## src/hw/fsr_regs.vh

```
`ifndef FSR_REGS_VH
`define FSR_REGS_VH
// ----------------------------------------
// opcodes
// ----------------------------------------
`define FSR_OP_RD_STATUS 8'h05
`define FSR_OP_WR_STATUS 8'h01
`define FSR_OP_WR_STATUS2 8'h31
`define FSR_OP_WR_ENABLE 8'h06
`define FSR_OP_WR_DISABLE 8'h04
// ----------------------------------------
// status byte one fields
// ----------------------------------------
`define FSR_B1_LOCK 7
`define FSR_B1_ERR 5
`define FSR_B1_PIN 4
`define FSR_B1_PROT 2
`define FSR_B1_WEL 1
`define FSR_B1_BUSY 0
// ----------------------------------------
// status byte two fields
// ----------------------------------------
`define FSR_B2_RESET_COMMAND_ENABLE 4
`define FSR_B2_BUSY 0
// ----------------------------------------
// counts and reset values
// ----------------------------------------
`define FSR_BIT_LAST 3'h7
`define FSR_BITS_ZERO 3'h0
`define FSR_BYTE_ZERO 8'h00
`define FSR_OPC_BYTE 2'h0
`define FSR_DATA_BYTE 2'h1
`define FSR_EXTRA_BYTE 2'h2
`endif

```

## src/hw/fsr_status.v

```verilog
// Functional notes
// - after read opcode, shift from byte-1 bit 7
// - after byte-2 bit 0, wrap to byte 1
// - every repetition samples live status
// - status read accepted even while busy
// - chip select release stops read, tristates output
// - byte one layout; bits 6,3 zero
// - write-status changes only bits 7 and 2
// - lock plus pin asserted freezes array protect
// - lock zero frees protect; lock resets zero
// - pin asserted: lock may only rise
// - failed erase/program sets error flag
// - error updated per operation, not on abort
// - pin mirror reads 0 when pin asserted
// - protect one blocks all program/erase
// - latch zero rejects writing commands
// - latch zero after power-up and reset
// - latch cleared on listed completions, aborts, hold
// - partial or unknown opcode leaves latch
// - busy flag one while operation runs
// - byte two: reset enable bit4, busy bit0
// - write-status data applied at chip select release
`timescale 1ns/100ps
`include "fsr_regs.vh"
module fsr_status (
    input wire clk_sys_in,          // 200 MHz system clock
    input wire rst_b_in,            // async reset, active low
    input wire sck_in,              // serial clock pin
    input wire cs_b_in,             // chip select pin, active low
    input wire si_in,               // serial data in pin
    input wire wp_b_in,             // write protect pin, active low
    input wire op_busy_in,          // internal operation running
    input wire op_done_in,          // pulse: erase/program finished
    input wire op_fail_in,          // with done: a byte failed
    input wire op_abort_in,         // pulse: erase/program/otp aborted
    input wire dev_reset_in,        // pulse: device reset operation
    input wire hold_abort_in,       // pulse: hold condition aborted
    output reg so_out,              // serial data out
    output reg so_oe_out,           // serial out enable
    output reg array_protect_out,   // whole array protected
    output reg write_enable_latch_out, // write latch state
    output reg reset_command_enable_out, // reset command enabled
    output reg opcode_out,          // pulse: full opcode received
    output reg [7:0] opcode_val_out // last full opcode
);
// ----------------------------------------
// pin synchronisers
// ----------------------------------------
reg [1:0] sck_sync_reg;
reg [1:0] cs_sync_reg;
reg [1:0] si_sync_reg;
reg [1:0] wp_sync_reg;
reg sck_prev_reg;
always @(posedge clk_sys_in or negedge rst_b_in)
begin
    if (!rst_b_in)
    begin
        sck_sync_reg <= 2'h0;
        cs_sync_reg <= 2'h3;
        si_sync_reg <= 2'h0;
        wp_sync_reg <= 2'h3;
        sck_prev_reg <= 1'b0;
    end
    else
    begin
        sck_sync_reg <= {sck_sync_reg[0], sck_in};
        cs_sync_reg <= {cs_sync_reg[0], cs_b_in};
        si_sync_reg <= {si_sync_reg[0], si_in};
        wp_sync_reg <= {wp_sync_reg[0], wp_b_in};
        sck_prev_reg <= sck_sync_reg[1];
    end
end
wire sck_s = sck_sync_reg[1];
wire cs_act = ~cs_sync_reg[1];
wire wp_asserted = ~wp_sync_reg[1];
wire sck_rise = sck_s & ~sck_prev_reg & cs_act;
wire sck_fall = ~sck_s & sck_prev_reg & cs_act;
// ----------------------------------------
// state
// ----------------------------------------
reg cs_act_prev_reg;
reg [2:0] bit_cnt_reg;
reg [1:0] byte_cnt_reg;
reg [7:0] shift_in_reg;
reg [7:0] op_reg;
reg [7:0] wr_data_reg;
reg wr_data_ok_reg;
reg rd_mode_reg;
reg rd_byte_reg;
reg [2:0] rd_bit_reg;
reg lock_reg;
reg prot_reg;
reg err_reg;
reg wel_reg;
reg reset_command_enable_reg;
wire cs_end = cs_act_prev_reg & ~cs_act;
wire [7:0] shifted = {shift_in_reg[6:0], si_sync_reg[1]};
wire byte_done = sck_rise && (bit_cnt_reg == `FSR_BIT_LAST);
wire on_boundary = (bit_cnt_reg == `FSR_BITS_ZERO);
// ----------------------------------------
// live status bytes
// ----------------------------------------
reg [7:0] stat1;
reg [7:0] stat2;
always @*
begin
    stat1 = `FSR_BYTE_ZERO;
    stat1[`FSR_B1_LOCK] = lock_reg;
    stat1[`FSR_B1_ERR] = err_reg;
    stat1[`FSR_B1_PIN] = ~wp_asserted;
    stat1[`FSR_B1_PROT] = prot_reg;
    stat1[`FSR_B1_WEL] = wel_reg;
    stat1[`FSR_B1_BUSY] = op_busy_in;
    stat2 = `FSR_BYTE_ZERO;
    stat2[`FSR_B2_RESET_COMMAND_ENABLE] = reset_command_enable_reg;
    stat2[`FSR_B2_BUSY] = op_busy_in;
end
// live bytes are read per bit, so each pass is fresh
wire cur_bit = rd_byte_reg ? stat2[rd_bit_reg] : stat1[rd_bit_reg];
// ----------------------------------------
// write-status decisions
// ----------------------------------------
wire ws_ok = cs_end && wel_reg && wr_data_ok_reg && on_boundary;
wire lock_new = wr_data_reg[`FSR_B1_LOCK];
wire prot_new = wr_data_reg[`FSR_B1_PROT];
// pin asserted: clearing the lock ignores the whole write
wire ws_refuse = wp_asserted && lock_reg && !lock_new;
wire prot_frozen = wp_asserted && lock_reg;
wire is_ws = (op_reg == `FSR_OP_WR_STATUS);
wire is_ws2 = (op_reg == `FSR_OP_WR_STATUS2);
wire op_full = (byte_cnt_reg != `FSR_OPC_BYTE);
// ----------------------------------------
// serial engine
// ----------------------------------------
wire op_taken = byte_done && (byte_cnt_reg == `FSR_OPC_BYTE);
// answered regardless of busy state
wire rd_start = op_taken && (shifted == `FSR_OP_RD_STATUS);
wire rd_step = sck_fall && rd_mode_reg;
// ----------------------------------------
// select edge
// ----------------------------------------
// end of frame is flagged in the first cycle the synchronised pin reads high
always @(posedge clk_sys_in or negedge rst_b_in)
begin
    if (!rst_b_in)
        cs_act_prev_reg <= 1'b0;
    else
        cs_act_prev_reg <= cs_act;
end
// ----------------------------------------
// frame position
// ----------------------------------------
// counters restart on every select; 8 rises make one byte
always @(posedge clk_sys_in or negedge rst_b_in)
begin
    if (!rst_b_in)
    begin
        bit_cnt_reg <= `FSR_BITS_ZERO;
        byte_cnt_reg <= `FSR_OPC_BYTE;
    end
    else
    begin
        if (!cs_act)
        begin
            bit_cnt_reg <= `FSR_BITS_ZERO;
            byte_cnt_reg <= `FSR_OPC_BYTE;
        end
        else
        begin
            if (sck_rise)
                bit_cnt_reg <= bit_cnt_reg + 3'h1;
            // byte count saturates: extra data bytes are ignored
            if (byte_done && byte_cnt_reg != `FSR_EXTRA_BYTE)
                byte_cnt_reg <= byte_cnt_reg + 2'h1;
        end
    end
end
// ----------------------------------------
// opcode and data capture
// ----------------------------------------
// shifter keeps filling; only the first two bytes are kept
always @(posedge clk_sys_in or negedge rst_b_in)
begin
    if (!rst_b_in)
    begin
        shift_in_reg <= `FSR_BYTE_ZERO;
        op_reg <= `FSR_BYTE_ZERO;
        wr_data_reg <= `FSR_BYTE_ZERO;
        wr_data_ok_reg <= 1'b0;
    end
    else
    begin
        if (!cs_act && !cs_act_prev_reg)
            wr_data_ok_reg <= 1'b0;
        if (sck_rise)
            shift_in_reg <= shifted;
        if (op_taken)
            op_reg <= shifted;
        if (byte_done && byte_cnt_reg == `FSR_DATA_BYTE)
        begin
            wr_data_reg <= shifted;
            wr_data_ok_reg <= 1'b1;
        end
    end
end
// ----------------------------------------
// opcode report
// ----------------------------------------
// one pulse per frame; later bytes never repeat it
always @(posedge clk_sys_in or negedge rst_b_in)
begin
    if (!rst_b_in)
    begin
        opcode_out <= 1'b0;
        opcode_val_out <= `FSR_BYTE_ZERO;
    end
    else
    begin
        opcode_out <= op_taken;
        if (op_taken)
            opcode_val_out <= shifted;
    end
end
// ----------------------------------------
// status read pointer
// ----------------------------------------
// walks byte 1 then byte 2, msb first, for as long as clocks come
always @(posedge clk_sys_in or negedge rst_b_in)
begin
    if (!rst_b_in)
    begin
        rd_mode_reg <= 1'b0;
        rd_byte_reg <= 1'b0;
        rd_bit_reg <= `FSR_BIT_LAST;
    end
    else if (!cs_act)
        rd_mode_reg <= 1'b0;
    else if (rd_start)
    begin
        rd_mode_reg <= 1'b1;
        rd_byte_reg <= 1'b0;
        rd_bit_reg <= `FSR_BIT_LAST;
    end
    else if (rd_step)
    begin
        if (rd_bit_reg == `FSR_BITS_ZERO)
        begin
            rd_bit_reg <= `FSR_BIT_LAST;
            rd_byte_reg <= ~rd_byte_reg;
        end
        else
            rd_bit_reg <= rd_bit_reg - 3'h1;
    end
end
// ----------------------------------------
// serial output
// ----------------------------------------
// moves only after a falling clock, so the host sees it settled
always @(posedge clk_sys_in or negedge rst_b_in)
begin
    if (!rst_b_in)
    begin
        so_out <= 1'b0;
        so_oe_out <= 1'b0;
    end
    else if (!cs_act)
        so_oe_out <= 1'b0;
    else if (rd_step)
    begin
        so_out <= cur_bit;
        so_oe_out <= 1'b1;
    end
end
// ----------------------------------------
// status bits
// ----------------------------------------
wire ws_apply = ws_ok && is_ws && !ws_refuse;
wire wel_cmd_seen = op_full && (is_ws || is_ws2 ||
    op_reg == `FSR_OP_WR_DISABLE);
// frame-end clears need a full opcode; partial opcodes keep latch
wire wel_clear = dev_reset_in || hold_abort_in || op_done_in
    || op_abort_in || (cs_end && wel_cmd_seen);
wire wel_set = cs_end && op_full && on_boundary
    && (op_reg == `FSR_OP_WR_ENABLE);
// protection lock: with the pin asserted it may only rise
always @(posedge clk_sys_in or negedge rst_b_in)
begin
    if (!rst_b_in)
        lock_reg <= 1'b0;
    else if (ws_apply)
        lock_reg <= lock_new;
end
// array protect keeps its old value while frozen
always @(posedge clk_sys_in or negedge rst_b_in)
begin
    if (!rst_b_in)
        prot_reg <= 1'b0;
    else if (ws_apply && !prot_frozen)
        prot_reg <= prot_new;
end
// error flag follows the result of each finished operation
always @(posedge clk_sys_in or negedge rst_b_in)
begin
    if (!rst_b_in)
        err_reg <= 1'b0;
    else if (op_done_in)
        err_reg <= op_fail_in;
end
// write latch: a set meeting a clear in one cycle wins
always @(posedge clk_sys_in or negedge rst_b_in)
begin
    if (!rst_b_in)
        wel_reg <= 1'b0;
    else if (wel_set)
        wel_reg <= 1'b1;
    else if (wel_clear)
        wel_reg <= 1'b0;
end
// reset command enable
always @(posedge clk_sys_in or negedge rst_b_in)
begin
    if (!rst_b_in)
        reset_command_enable_reg <= 1'b0;
    else if (ws_ok && is_ws2)
        reset_command_enable_reg <= wr_data_reg[`FSR_B2_RESET_COMMAND_ENABLE];
end
// ----------------------------------------
// registered copies for the rest of the device
// ----------------------------------------
always @(posedge clk_sys_in or negedge rst_b_in)
begin
    if (!rst_b_in)
    begin
        array_protect_out <= 1'b0;
        write_enable_latch_out <= 1'b0;
        reset_command_enable_out <= 1'b0;
    end
    else
    begin
        array_protect_out <= prot_reg;
        write_enable_latch_out <= wel_reg;
        reset_command_enable_out <= reset_command_enable_reg;
    end
end
endmodule

```

## config.mk

```make
export PLATFORM = sky130hd
export DESIGN_NAME = fsr_status
export DESIGN_NICKNAME = d
export VERILOG_FILES = /design/src/hw/fsr_status.v
export VERILOG_INCLUDE_DIRS = /design/src /design/src/hw
export SDC_FILE = /design/constraint.sdc
export NUM_CORES = 1
export LEC_CHECK = 0
export BUFFER_PORTS_ARGS = -buffer_cell sky130_fd_sc_hd__buf_4
export CAP_MARGIN = 20
export CORE_ASPECT_RATIO = 1.75
export CORE_UTILIZATION = 60
export DETAILED_ROUTE_END_ITERATION = 8
export GPL_ROUTABILITY_DRIVEN = 0
export PLACE_DENSITY = 0.91
export SLEW_MARGIN = 25
export SYNTH_ARGS = -nofsm -noshare
export SYNTH_HDL_FRONTEND = slang
export SYNTH_SLANG_ARGS = --single-unit
```

## constraint.sdc

```tcl
create_clock -name clk_sys_in -period 4.9 [get_ports clk_sys_in]
set_input_delay 0.98 -clock clk_sys_in [delete_from_list [all_inputs] [get_ports clk_sys_in]]
set_output_delay 0.98 -clock clk_sys_in [all_outputs]
set_load 0.005 [all_outputs]
```

; Word level (Yosys, flattened, before mapping)
; Index checks and enable logic that the tools add are counted.
[word_totals]
register_bits = 55
latchBits = 0
mem_bits_rw = 0
romBits = 0
input_bits = 12
out_inout_bits = 14
elab_cells = 117
memories = 0
[classes]
add_sub_neg = 3
mul = 0
div_mod_pow = 0
magnitude_cmp = 1
n_eq_ne = 8
shifts = 0
muxes = 23
bitwise = 10
reduce_logical = 46
[ops]
columns = op, n
row1 = "8-bit by 3-bit == test with 1-bit output, second input constant", 3
row2 = 1-bit logical AND, 21
row3 = 2-bit nonzero test, 9
row4 = 3-bit two-way mux, 5
row5 = 1-bit two-way mux, 14
row6 = "8-bit by 1-bit == test with 1-bit output, second input constant", 1
row7 = "8-bit by 6-bit == test with 1-bit output, second input constant", 1
row8 = 1-bit binary-select mux with 3-bit select, 2
row9 = 3-bit zero test, 2
row10 = 1-bit logical OR, 6
row11 = 1-bit bitwise AND, 5
row12 = 1-bit NOT, 5
row13 = 1-bit zero test, 4
row14 = "3-bit by 4-bit less-than comparator with 1-bit output, second input constant", 1
row15 = 2-bit two-way mux, 2
row16 = 2-bit AND reduction, 2
row17 = "3-bit by 1-bit adder with 3-bit output, second input constant", 1
row18 = "3-bit == test, second input constant", 1
row19 = 3-bit AND reduction, 1
row20 = "3-bit by 1-bit subtractor with 3-bit output, second input constant", 1
row21 = "2-bit by 1-bit adder with 2-bit output, second input constant", 1
row22 = "2-bit by 1-bit == test with 1-bit output, second input constant", 1
row23 = 2-bit zero test, 1
row24 = "2-bit inequality test, second input constant", 1

; Logic depth before layout (Yosys ltp)
[depth]
ltp_word = 8
depth_mapped = 6
mapped_depth_nobuf = 6

; Worst setup path after synthesis
; Ideal clock, no wire load.
[synth_timing]
path_type = register to register
startpoint = reg, netlist name opcode_val_out[3]
endpoint = reg reset_command_enable_reg
setup_time_ns = 0.128
arrival_time_ns = 1.542
required_ns = 4.772
setup_slack_ns = 3.231
path_stages_with_launch = 5
path_buffers = 0
synth_period_minus_slack_ns = 1.669
cell_sequence = dfrtp_1 or3_4 or2_1 nor3_1 mux2_1
[synth_rtl]
columns = item, line_no
row1 = end signal: assignment, fsr_status.v:325  ; reset_command_enable_reg <= wr_data_reg[`FSR_B2_RESET_COMMAND_ENABLE];
row2 = end: declaration, fsr_status.v:95  ; reg reset_command_enable_reg;

; Worst setup path in the final report
[layout_timing]
startpoint = reg cs_sync_reg[1]
endpoint = reg prot_reg
[layout_via]
elab_chain_len = 7
[layout_lines]
columns = item, line_no
row1 = start: declaration, fsr_status.v:50  ; reg [1:0] cs_sync_reg;
row2 = start signal: assignment, fsr_status.v:67  ; cs_sync_reg <= {cs_sync_reg[0], cs_b_in};
row3 = 1-bit bitwise AND, fsr_status.v:96  ; wire cs_end = cs_act_prev_reg & ~cs_act;
row4 = 1-bit logical AND (3 in series), fsr_status.v:123  ; wire ws_ok = cs_end && wel_reg && wr_data_ok_reg && on_boundary;
row5 = 1-bit logical AND (2 in series), fsr_status.v:277  ; wire ws_apply = ws_ok && is_ws && !ws_refuse;
row6 = 1-bit logical AND, fsr_status.v:298  ; else if (ws_apply && !prot_frozen)
row7 = end signal: assignment, fsr_status.v:299  ; prot_reg <= prot_new;
row8 = end: declaration, fsr_status.v:92  ; reg prot_reg;
; No other way between the ends.
; A chain may end at the register's enable or synchronous reset.

==> results by group <==
STA
  • Fin crit share: 39.4%
  • Final min period: 1.93 ns
  • Endpoints failing setup: 0
  • Final max-slew violation count: 0
  • FMAX: 0.518 GHz
  • TNS Setup: 0 ns
  • Worst Max-Slew Pin Slew: 0.605 ns
  • Final hold vios: 0
  • Worst hold slack: 0.359 ns
  • RSZ-0062 raised after global routing: false
  • Clock skew: 0.0121 ns
  • Slew headroom: 59.7%
  • Final WS setup: 2.97 ns

Synth
  • Synth Net Count: 182
  • Cells after Synth: 162
  • Yosys top cell area share: 50.4%
  • Post-Synth XOR/XNOR Area: 1.64%
  • Main synth FF type: dfrtp_1
  • Simple-gate share of the synthesized area: 13.5%
  • Netlist Area Pre-Place: 2130 um^2
  • Post-synthesis sequential area ratio: 59.0%
  • Compound-cell area share of the yosys netlist: 4.81%
  • Yosys reg bits: 50
  • Synth Area per Inst: 13.2 um^2
  • Post-synthesis mux area share: 13.1%
  • Post-synth EDFFs: 0
  • Adder-cell area share of the yosys netlist: 4.69%
  • Post-synth top area cell: dfrtp_1
  • Main combinational cell family by area after synthesis: simple AND/OR/NAND/NOR gates
  • Netlist cell types: 38
  • Synth area leaders: dfrtp_1 (50%), mux2_2 (10%), dfstp_2 (8.6%)
  • Synth cell count leaders: dfrtp_1 (43), mux2_2 (19), inv_1 (11), o21ai_0 (10)
  • Synth Warn #: 0
  • Most frequent cell after synthesis: dfrtp_1
  • FFs w/ async S/R, synth: 100%

Setup path
  • Critical Path AT: 2.12 ns
  • Worst-path maximum fanout: 11
  • Critical Path RT: 5.09 ns
  • Worst setup SP type: flop
  • CP Capture Type: flop
  • WS Path Type: flop to flop

Power and ir drop
  • Cell Pwr Density: 349 nW/um^2
  • NetSw: 0.192 mW
  • Pint: 0.679 mW
  • Power share of the clock group: 38.8%
  • Sequential share of power: 54.9%
  • Static leakage: 1.19 nW
  • Comb power frac: 6.3%
  • Switch share: 22.0%
  • Power consumption: 0.871 mW
  • Worst IR Drop VDD: 383 uV

Run
  • Max-Cap Viols: 0

Floorplanning
  • Die Y: 80.9 um
  • Initial Utilization: 62.8%
  • Total core area: 3400 um^2
  • Overall die area: 3810 um^2
  • Row count: 28
  • Num ports: 26
  • DIE WIDTH: 47.1 um

CTS
  • Worst-path clk slew: 0.09 ns
  • PostCTS Resize Cnt: 0
  • # Post-CTS Setup Buffers: 0
  • Hold_buf cts: 0
  • Depth of the CTS H-tree: 2
  • Sink Count: 50
  • Later-pin clock latency in the skew report: 0.30 ns
  • TritonCTS Buffers: 5
  • Root buffer cell: clkbuf_8
  • CTS Buffer Depth: 2
  • TritonCTS clock tree: done

Cells and area
  • Fin util: 73.5%
  • # diodes: 0
  • Final #Nets: 212
  • Cell Count, Final, Fillers Out: 238
  • Layout cells sized above 1: 33.7%
  • Final non-filler cell area: 2500 um^2
  • Fill count: 224
  • Largest register FFs: 8
  • Synth-to-layout area growth: 16.9%

GRT
  • Largest net degree at the start of global routing: 51
  • Total GRT Usage: 23.9%
  • First-pass GRT wire length: 6350 um
  • Grt total ovfl: 0
  • Initial antenna violation count: 0
  • Number of global-route vias before repair: 1433

Routing
  • Via density per instance: 5.72
  • Initial DRT Pass Iterations: 5
  • Drt initial violations: 32
  • # DRC: 0
  • Routed vias: 1361
  • Routed len/inst: 16.4 um
  • Final ANT Viol Nets: 0
  • WL final: 3890 um

Placement
  • DP HPWL: 2830 um
  • DP Worst Slack: 2.99 ns
  • Cells after DPL: 230
  • # port buffers: 25
  • DP Area: 2360 um^2

Min path
  • Hold crit path type: flop to flop

Outcome
  • Status: finished, final reports clean
[layout by cell type (no fill, tap or decap), types with 2 or more instances in the layout]
master     count
dfrtp_1       43
buf_4         26
mux2_2        19
inv_1         11
o21ai_0       10
nand3_1        8
ha_1           8
dfstp_2        7
nor2_1         6
clkbuf_8       5
nor4_1         4
xnor2_1        4
nand2_1        4
mux2i_1        4
nor4bb_1       2
and2_1         2
nand3b_1       2
a31oi_1        2
a21o_1         2
nand4bb_1      2
nand2b_1       2
bufinv_16      2
[critical path, stage by stage (launching register included)]
cell,delay [ns]
dfstp_2,0.66
nand4bb_1,0.20
nor4_2,0.48
o21ai_1,0.18
mux2_4,0.32
[path summary, 6_finish.rpt]
| path | from | end | slack [ns] | cells past startpoint |
|---|---|---|---|---|
| setup / recovery | cs_sync_reg[1]$_DFF_PN1_ | prot_reg$_DFFE_PN0P_ | 2.97 | 4 |
| hold / removal | cs_sync_reg[0]$_DFF_PN1_ | cs_sync_reg[1]$_DFF_PN1_ | 0.36 | 0 |
| setup reg to reg | cs_sync_reg[1]$_DFF_PN1_ | prot_reg$_DFFE_PN0P_ | 2.97 | 4 |
| hold reg to reg | cs_sync_reg[0]$_DFF_PN1_ | cs_sync_reg[1]$_DFF_PN1_ | 0.36 | 0 |
| max in group asynchronous | rst_b_in | sck_sync_reg[1]$_DFF_PN0_ | 3.80 | 1 |
| min in group asynchronous | rst_b_in | bit_cnt_reg[0]$_DFFE_PN0P_ | 0.67 | 1 |
[cells by family (layout without fill, tap and decap cells)]
group / Yosys count / in the layout
AO/OA/AOI/OAI: 18 / 18
XOR/XNOR: 4 / 4
adder cells (fa/ha/maj): 8 / 8
buffers and inverters: 14 / 45
flip-flops: 50 / 50
multiplexers: 25 / 25
AND/OR/NAND/NOR: 43 / 43
[metal layers]
metal | wire length, um | vias up | GRT usage [%]
li1 | - | 629 | -
met1 | 1480 | 671 | 26.1
met2 | 2110 | 43 | 40.6
met3 | 129 | 18 | 5.33
met4 | 171 | 0 | 13.7
met5 | 0 | - | 0
[final cells by class]
type	instances	area, um^2	area share (%)
tap	45	56.3	2.26
sequential	50	1260	50.5
clock inverter	3	68.8	2.76
multi-input combinational	98	806	32.3
inverter	11	41.3	1.65
clock buffer	5	68.8	2.76
timing repair buffer	26	195	7.82
[power groups by stage]
stage / Combinational [mW] / Clock, mW / Sequential [mW]
CTS: 0.0562 / 0.343 / 0.478
global placement: 0.0539 / 0 / 0.480
floorplan: 0.0371 / 0 / 0.470
finish: 0.0550 / 0.338 / 0.478
global route: 0.0603 / 0.359 / 0.484
detailed placement: 0.0554 / 0 / 0.485
Power figures use the tool's default switching activity.
